==> src/verilog/ecid_regs.vh <==
`ifndef ECID_REGS_VH
`define ECID_REGS_VH
// register byte addresses
`define ECID_ADDR_CTRL     8'h00
`define ECID_ADDR_STATE    8'h04
`define ECID_ADDR_IRQ_STAT 8'h08
`define ECID_ADDR_IRQ_MASK 8'h0c
`define ECID_ADDR_INPUTS   8'h10
// ctrl fields
`define ECID_CTRL_SW_REMOTE 0
`define ECID_CTRL_FAULT_SET 1
`define ECID_CTRL_RESET     32'h0000_0000
// state fields
`define ECID_ST_POWER    0
`define ECID_ST_FAULT    1
`define ECID_ST_SCAN     2
`define ECID_ST_GUIDE    3
`define ECID_ST_REMOTE   4
`define ECID_ST_UNIT_LSB 5
`define ECID_ST_RECEIVE  7
`define ECID_ST_READY    8
// irq event bits
`define ECID_EV_FAULT    0
`define ECID_EV_START    1
`define ECID_EV_STOP     2
`define ECID_EV_GUIDE    3
`define ECID_EV_UNIT     4
`define ECID_EV_W        5
// debounce time
`define ECID_CLK_HZ      20000000
`define ECID_DEB_US      1000
`define ECID_DEB_CYC     ((`ECID_DEB_US * (`ECID_CLK_HZ / 1000000)))
`endif
==> src/verilog/ecid_decoder.v <==
// Decided for this implementation: the Wishbone interface to the registers and the register addresses.
`timescale 1ns/1ps
`include "ecid_regs.vh"
module ecid_decoder #(
  parameter DEB_CYC = `ECID_DEB_CYC
) (
  // clock and reset
  input  wire        CLK_I,
  input  wire        RESET_N_I,
  // wishbone slave
  input  wire        CYC_I,
  input  wire        STB_I,
  input  wire        WE_I,
  input  wire [7:0]  ADR_I,
  input  wire [3:0]  SEL_I,
  input  wire [31:0] DAT_I,
  output reg  [31:0] DAT_O,
  output wire        ACK_O,
  // contact inputs, high = closed
  input  wire        POWER_CLOSED_I,
  input  wire        FAULT_CLEAR_CLOSED_I,
  input  wire        SCAN_START_CLOSED_I,
  input  wire        SCAN_STOP_CLOSED_I,
  input  wire        GUIDE_CLOSED_I,
  input  wire        REMOTE_CLOSED_I,
  input  wire [2:0]  BEAM_SEL_CLOSED_I,
  // internal status
  input  wire        FAULT_EVENT_I,
  input  wire        CARD_WRITE_I,
  // actions and outputs, high = closed
  output reg         SOURCE_POWER_O,
  output wire        FAULT_CLOSED_O,
  output reg         SCAN_ACTIVE_O,
  output reg         GUIDE_BEAM_O,
  output reg  [1:0]  BEAM_UNIT_O,
  output reg         UNIT_READY_O,
  output wire        REMOTE_MODE_O,
  output wire        INPUT_ACCEPT_O,
  output wire        READY_TO_SCAN_O,
  output wire        IRQ_O
);
  // contact input slots
  localparam NIN       = 9;
  localparam IN_POWER  = 0;
  localparam IN_CLEAR  = 1;
  localparam IN_START  = 2;
  localparam IN_STOP   = 3;
  localparam IN_GUIDE  = 4;
  localparam IN_REMOTE = 5;
  localparam IN_BEAM1  = 6;
  localparam IN_BEAM2  = 7;
  localparam IN_BEAM3  = 8;
  // last count before a debounced change
  localparam [31:0] DEB_LIM = DEB_CYC - 1;

  reg  [1:0]            rst_sync_reg;
  wire                  rst_n;
  reg  [NIN-1:0]        sync1_reg;
  reg  [NIN-1:0]        sync2_reg;
  reg  [NIN-1:0]        deb_reg;
  reg  [NIN-1:0]        deb_prev_reg;
  reg  [15:0]           cnt_reg [0:NIN-1];
  reg                   fault_reg;
  reg                   ack_reg;
  reg  [31:0]           ctrl_reg;
  reg  [`ECID_EV_W-1:0] irq_stat_reg;
  reg  [`ECID_EV_W-1:0] irq_mask_reg;
  reg  [`ECID_EV_W-1:0] irq_stat_next;
  wire [NIN-1:0]        raw_in;
  wire [NIN-1:0]        rise;
  wire [NIN-1:0]        fall;
  wire                  remote;
  wire                  start_ok;
  wire                  wb_req;
  wire                  rd_stb;
  wire                  wr_stb;
  wire                  sw_fault;
  wire                  hit_ctrl;
  wire                  hit_state;
  wire                  hit_stat;
  wire                  hit_mask;
  wire                  hit_inputs;
  wire [31:0]           ctrl_merged;
  wire [31:0]           mask_merged;
  wire [31:0]           state_word;
  wire                  stop_wins;
  wire                  start_go;
  integer               k;

  // byte lane merge for writes
  function [31:0] ecid_merge;
    input [31:0] old_v;
    input [31:0] new_v;
    input [3:0]  sel;
    integer b;
    begin
      ecid_merge = old_v;
      for (b = 0; b < 4; b = b + 1) begin
        if (sel[b]) begin
          ecid_merge[b*8 +: 8] = new_v[b*8 +: 8];
        end
      end
    end
  endfunction

  // address compare, used by every register
  function ecid_hit;
    input [7:0] adr;
    input [7:0] target;
    begin
      ecid_hit = (adr == target);
    end
  endfunction

  // inputs: 0 power,1 clear,2 start,3 stop,4 guide,5 remote,6..8 beam
  assign raw_in = {BEAM_SEL_CLOSED_I, REMOTE_CLOSED_I, GUIDE_CLOSED_I,
                   SCAN_STOP_CLOSED_I, SCAN_START_CLOSED_I,
                   FAULT_CLEAR_CLOSED_I, POWER_CLOSED_I};

  // reset release through two flops
  always @(posedge CLK_I or negedge RESET_N_I) begin
    if (!RESET_N_I) begin
      rst_sync_reg <= 2'h0;
    end else begin
      rst_sync_reg <= {rst_sync_reg[0], 1'b1};
    end
  end
  assign rst_n = rst_sync_reg[1];

  always @(posedge CLK_I or negedge rst_n) begin
    if (!rst_n) begin
      sync1_reg    <= {NIN{1'b0}};
      sync2_reg    <= {NIN{1'b0}};
      deb_reg      <= {NIN{1'b0}};
      deb_prev_reg <= {NIN{1'b0}};
      for (k = 0; k < NIN; k = k + 1) begin
        cnt_reg[k] <= 16'h0000;
      end
    end else begin
      sync1_reg    <= raw_in;
      sync2_reg    <= sync1_reg;
      deb_prev_reg <= deb_reg;
      for (k = 0; k < NIN; k = k + 1) begin
        if (sync2_reg[k] == deb_reg[k]) begin
          cnt_reg[k] <= 16'h0000;
        end else if (cnt_reg[k] >= DEB_LIM[15:0]) begin
          cnt_reg[k] <= 16'h0000;
          deb_reg[k] <= sync2_reg[k];
        end else begin
          cnt_reg[k] <= cnt_reg[k] + 16'h0001;
        end
      end
    end
  end

  assign rise = deb_reg & ~deb_prev_reg;
  assign fall = ~deb_reg & deb_prev_reg;

  assign remote = deb_reg[IN_REMOTE];
  assign start_ok = remote | ctrl_reg[`ECID_CTRL_SW_REMOTE];
  assign INPUT_ACCEPT_O = remote;
  assign REMOTE_MODE_O  = start_ok;
  assign FAULT_CLOSED_O = ~fault_reg;
  assign READY_TO_SCAN_O = SOURCE_POWER_O & ~fault_reg & ~SCAN_ACTIVE_O & ~CARD_WRITE_I;

  // address decode
  assign hit_ctrl   = ecid_hit(ADR_I, `ECID_ADDR_CTRL);
  assign hit_state  = ecid_hit(ADR_I, `ECID_ADDR_STATE);
  assign hit_stat   = ecid_hit(ADR_I, `ECID_ADDR_IRQ_STAT);
  assign hit_mask   = ecid_hit(ADR_I, `ECID_ADDR_IRQ_MASK);
  assign hit_inputs = ecid_hit(ADR_I, `ECID_ADDR_INPUTS);

  // reads load on the request edge, writes land on the acked edge only
  assign wb_req      = CYC_I & STB_I & ~ack_reg;
  assign rd_stb      = wb_req & ~WE_I;
  assign wr_stb      = CYC_I & STB_I & WE_I & ack_reg;
  assign sw_fault    = wr_stb & hit_ctrl & SEL_I[0]
                       & DAT_I[`ECID_CTRL_FAULT_SET];
  assign ACK_O       = ack_reg;
  assign ctrl_merged = ecid_merge(ctrl_reg, DAT_I, SEL_I);
  assign mask_merged = ecid_merge({27'h0, irq_mask_reg}, DAT_I, SEL_I);

  always @(posedge CLK_I or negedge rst_n) begin
    if (!rst_n) begin
      SOURCE_POWER_O <= 1'b0;
    end else if (remote) begin
      SOURCE_POWER_O <= deb_reg[IN_POWER];
    end
  end

  always @(posedge CLK_I or negedge rst_n) begin
    if (!rst_n) begin
      fault_reg <= 1'b0;
    end else if (FAULT_EVENT_I | sw_fault) begin
      fault_reg <= 1'b1;
    end else if (remote & rise[IN_CLEAR]) begin
      fault_reg <= 1'b0;
    end
  end

  assign stop_wins = start_ok & (rise[IN_STOP] | (deb_reg[IN_STOP] & rise[IN_START]));
  assign start_go  = start_ok & rise[IN_START] & SOURCE_POWER_O & ~fault_reg;

  always @(posedge CLK_I or negedge rst_n) begin
    if (!rst_n) begin
      SCAN_ACTIVE_O <= 1'b0;
    end else if (stop_wins) begin
      SCAN_ACTIVE_O <= 1'b0;
    end else if (start_go) begin
      SCAN_ACTIVE_O <= 1'b1;
    // a standing fault ends any scan
    end else if (fault_reg) begin
      SCAN_ACTIVE_O <= 1'b0;
    end
  end

  always @(posedge CLK_I or negedge rst_n) begin
    if (!rst_n) begin
      GUIDE_BEAM_O <= 1'b0;
    end else if (remote & rise[IN_GUIDE]) begin
      GUIDE_BEAM_O <= 1'b1;
    end else if (remote & fall[IN_GUIDE]) begin
      GUIDE_BEAM_O <= 1'b0;
    end
  end

  always @(posedge CLK_I or negedge rst_n) begin
    if (!rst_n) begin
      BEAM_UNIT_O  <= 2'h0;
      UNIT_READY_O <= 1'b0;
    end else if (remote) begin
      if (deb_reg[IN_BEAM1]) begin
        BEAM_UNIT_O  <= 2'h1;
        UNIT_READY_O <= 1'b1;
      end else if (deb_reg[IN_BEAM2]) begin
        BEAM_UNIT_O  <= 2'h2;
        UNIT_READY_O <= 1'b1;
      end else if (deb_reg[IN_BEAM3]) begin
        BEAM_UNIT_O  <= 2'h3;
        UNIT_READY_O <= 1'b1;
      end
    end
  end

  // irq: set wins over write-one clear
  always @* begin
    irq_stat_next = irq_stat_reg;
    if (wr_stb & hit_stat & SEL_I[0]) begin
      irq_stat_next = irq_stat_next & ~DAT_I[`ECID_EV_W-1:0];
    end
    if (FAULT_EVENT_I | sw_fault) begin
      irq_stat_next[`ECID_EV_FAULT] = 1'b1;
    end
    if (start_ok & rise[IN_START]) begin
      irq_stat_next[`ECID_EV_START] = 1'b1;
    end
    if (start_ok & rise[IN_STOP]) begin
      irq_stat_next[`ECID_EV_STOP] = 1'b1;
    end
    if (remote & (rise[IN_GUIDE] | fall[IN_GUIDE])) begin
      irq_stat_next[`ECID_EV_GUIDE] = 1'b1;
    end
    if (remote & (|rise[IN_BEAM3:IN_BEAM1])) begin
      irq_stat_next[`ECID_EV_UNIT] = 1'b1;
    end
  end
  assign IRQ_O = |(irq_stat_reg & irq_mask_reg);

  // wishbone ack, one cycle after the request
  always @(posedge CLK_I or negedge rst_n) begin
    if (!rst_n) begin
      ack_reg <= 1'b0;
    end else begin
      ack_reg <= wb_req;
    end
  end

  // status bits take events every cycle
  always @(posedge CLK_I or negedge rst_n) begin
    if (!rst_n) begin
      irq_stat_reg <= {`ECID_EV_W{1'b0}};
    end else begin
      irq_stat_reg <= irq_stat_next;
    end
  end

  // writable registers
  always @(posedge CLK_I or negedge rst_n) begin
    if (!rst_n) begin
      ctrl_reg     <= `ECID_CTRL_RESET;
      irq_mask_reg <= {`ECID_EV_W{1'b0}};
    end else if (wr_stb) begin
      if (hit_ctrl) begin
        // fault-set bit is a strobe, never stored
        ctrl_reg <= ctrl_merged & 32'h0000_0001;
      end else if (hit_mask) begin
        irq_mask_reg <= mask_merged[`ECID_EV_W-1:0];
      end
    end
  end

  // state word as read back
  assign state_word = {23'h0, READY_TO_SCAN_O, INPUT_ACCEPT_O, BEAM_UNIT_O, start_ok,
                       GUIDE_BEAM_O, SCAN_ACTIVE_O, fault_reg, SOURCE_POWER_O};

  // read data stands only with ack
  always @(posedge CLK_I or negedge rst_n) begin
    if (!rst_n) begin
      DAT_O <= 32'h0000_0000;
    end else begin
      DAT_O <= 32'h0000_0000;
      if (rd_stb) begin
        if (hit_ctrl) begin
          DAT_O <= ctrl_reg;
        end else if (hit_state) begin
          DAT_O <= state_word;
        end else if (hit_stat) begin
          DAT_O <= {27'h0, irq_stat_reg};
        end else if (hit_mask) begin
          DAT_O <= {27'h0, irq_mask_reg};
        end else if (hit_inputs) begin
          DAT_O <= {23'h0, deb_reg};
        end
      end
    end
  end
endmodule

==> config.mk <==
export PLATFORM = sky130hd
export DESIGN_NAME = ecid_decoder
export DESIGN_NICKNAME = d
export VERILOG_FILES = /design/src/verilog/ecid_decoder.v
export VERILOG_INCLUDE_DIRS = /design/src /design/src/verilog
export SDC_FILE = /design/constraint.sdc
export NUM_CORES = 1
export LEC_CHECK = 0
export BUFFER_PORTS_ARGS = -buffer_cell sky130_fd_sc_hd__buf_2
export CORE_ASPECT_RATIO = 0.6
export CORE_UTILIZATION = 63
export CTS_CLUSTER_DIAMETER = 50
export DETAILED_ROUTE_END_ITERATION = 6
export PLACE_DENSITY_LB_ADDON = 0.25
export SETUP_SLACK_MARGIN = 0.5
export SYNTH_ARGS = -nofsm -noshare
export SYNTH_HDL_FRONTEND = slang
export SYNTH_SLANG_ARGS = --single-unit
==> constraint.sdc <==
create_clock -name CLK_I -period 9.5 [get_ports CLK_I]
set_input_delay 2.375 -clock CLK_I [delete_from_list [all_inputs] [get_ports CLK_I]]
set_output_delay 2.375 -clock CLK_I [all_outputs]
set_load 0.005 [all_outputs]
==> results.yml <==
outcome:
  status: "complete, no violations"
sta:
  finalWorstSetupSlack_ns: 4.12
  finalHoldViolCount: 0
  fin_setup_tns_ns: 0
  min_period_ns: 5.38
  relSlewSlack_pct: 39.4
  fin_crit_sh_pct: 56.6
  setup_viol: 0
  clock_skew_ns: 0.0102
  final-max-slew-violation-count: 0
  rsz0062_at_grt: "false"
  fmax_ghz: 0.186
  tightest_slew_ns: 0.909
cts:
  cts_root_buf: "clkbuf_16"
  h-tree-depth: 1
  post_cts_buffers: 0
  clock_sinks: 208
  cts_resized: 0
  cts_buffers: 19
  clockBufferDepth: 3
  postCtsHoldBufs: 0
  cts_tree: "yes"
  clk_pin_slew_ns: 0.07
  clkLatencyLatePin_ns: 0.48
floorplan:
  core_sq_um: 14600
  fp.dieArea_sq_um: 15600
  die_w_um: 161
  floorplan.initialDensity_pct: 65.1
  fp.dieH_um: 97.1
  io_pins: 104
  rows: 34
logic_synthesis:
  synth_most_common_cell: "dfrtp_1"
  synthTopCellsByArea: "dfrtp_1 55%, xnor2_1 8.3%, nor2_1 6.4%, xor2_1 2.6%, nand3_1 2.5%"
  synth_edf_count: 0
  yosysWarningCount: 0
  yosysSeqAreaShare_pct: 54.8
  synth_area_sq_um: 9500
  synth_cells: 925
  ys_seq_elements: 208
  synth_top_area_cell: "dfrtp_1"
  synth_area_per_cell_sq_um: 10.3
  yosys_most_used_dff: "dfrtp_1"
  synth_cell_types: 53
  synth_commonest_cells: "208 x dfrtp_1, 161 x nor2_1, 90 x xnor2_1, 47 x nand3_1, 46 x nand2_1"
  synth_top_area_share_pct: 54.8
  async_flop_share_pct: 100
place:
  gp_congestion: 0.836
  dp_slack_ns: 4.14
  placed_cell_area_sq_um: 9830
  io_buffer_count: 50
  dp_hpwl_um: 12200
  place_inst: 1155
global_route:
  grt_pass1_vias: 6168
  grt_max_degree: 76
  grt.total_usage_pct: 24.0
  grt_pass1_wl_um: 30600
  grt-ovfl-total: 0
  antenna_found_initial: 3
detailed_routing:
  drc: 0
  wl_um: 18000
  via_per_inst: 5.57
  dr_total_vias: 6618
  drtAntennaViolNets: 0
  drtPass1Iterations: 7
  drtIter0Drc: 550
  post_drt_wl_per_cell_um: 15.1
layout:
  largest_register_ffs: 144
  syn_to_final_growth_pct: 10.2
  finalNonFillerCells: 1189
  fin_nets: 1049
  drive_gt1_share_pct: 11.3
  fillers: 1037
  post-route-cell-area_sq_um: 10500
  postLayoutCoreUtil_pct: 71.7
setup_path:
  required_ns: 7.13
  end_kind: "output pin"
  cp_max_fo: 2
  start_kind: "primary input"
  arrival_ns: 3.00
  crit_type: "in -> out"
power:
  power_density_nw_per_um2: 174
  ir_drop_mv: 0.149
  p_leak_nw: 4.28
flow_run:
  maxCapViolCount: 0
hold_path:
  worstHoldPathType: "reg -> reg"
==> routing by layer <==
metal | wire length [um] | share of wire (%) | up-vias | track usage (%)
met5 | 13 | 0.072 | - | 0
met4 | 257 | 1.4 | 2 | 4.76
met3 | 1040 | 5.8 | 24 | 4.27
met2 | 7820 | 43 | 151 | 35.0
met1 | 8850 | 49 | 3228 | 37.8
li1 | - | - | 3213 | -
==> path summary, 6_finish.rpt <==
| kind | startpoint | to | slack [ns] | depth (start not counted) |
|---|---|---|---|---|
| worst max-delay path | CARD_WRITE_I | READY_TO_SCAN_O | 4.12 | 3 |
| max in group asynchronous | rst_sync_reg[1] | cnt_reg[86] | 7.63 | 1 |
| min in group asynchronous | rst_sync_reg[1] | cnt_reg[112] | 0.43 | 0 |
| worst max register to register | cnt_reg[128] | cnt_reg[142] | 7.32 | 5 |
| worst min register to register | rst_sync_reg[0] | rst_sync_reg[1] | 0.35 | 0 |
| worst min-delay path | rst_sync_reg[0] | rst_sync_reg[1] | 0.35 | 0 |
==> metrics by stage <==
| stage | power [mW] | hold WS, ns |
|---|---|---|
| after floorplan | 1.03 | 0.331 |
| after global placement | 1.05 | 0.333 |
| after detailed placement | 1.06 | 0.335 |
| after CTS | 1.84 | 0.348 |
| after global routing | 1.89 | 0.349 |
| final | 1.82 | 0.347 |
==> worst max-delay path, cell delays in order <==
cell and delay, ns:
buf_2 0.09, nor4b_1 0.34, buf_2 0.19
==> layout by cell type (no fill, tap or decap), types with 32 or more instances in the layout <==
cell type	count
dfrtp_1	207
nor2_1	161
xnor2_1	90
buf_2	50
nand3_1	47
nand2_1	46
inv_1	44
nor3_1	43
nand4_1	33
conb_1	33
nor4_1	32
==> area by class of cell <==
class | instances | area (sq um) | area share (%)
Clock inverter | 6 | 108 | 1.03
Clock buffer | 26 | 522 | 4.99
Multi-Input combinational cell | 653 | 3940 | 37.7
Inverter | 44 | 165 | 1.58
Antenna cell | 2 | 5.00 | 0.0478
Sequential cell | 208 | 5210 | 49.8
Tap cell | 198 | 248 | 2.37
Timing Repair Buffer | 52 | 265 | 2.54
==> cell families (layout without fill, tap and decap cells) <==
group,Yosys count,count (layout),synth area share [%]
AOI/OAI and AO/OA,61,61,4.62
other,2,35,0.0791
buffers and inverters,95,128,4.91
and+or+nand+nor,413,413,21.2
adders and majority gates,11,11,1.45
xor gates and xnor gates,118,118,10.9
muxes,17,17,2.00
DFF,208,208,54.8
==> where the power goes <==
group | internal (mW) | switching, mW | total (mW)
sequential | 0.910 | 0.0321 | 0.942
combinational | 0.0351 | 0.0605 | 0.0957
clock | 0.466 | 0.320 | 0.786
No activity file was read; power rests on OpenSTA's default activity.
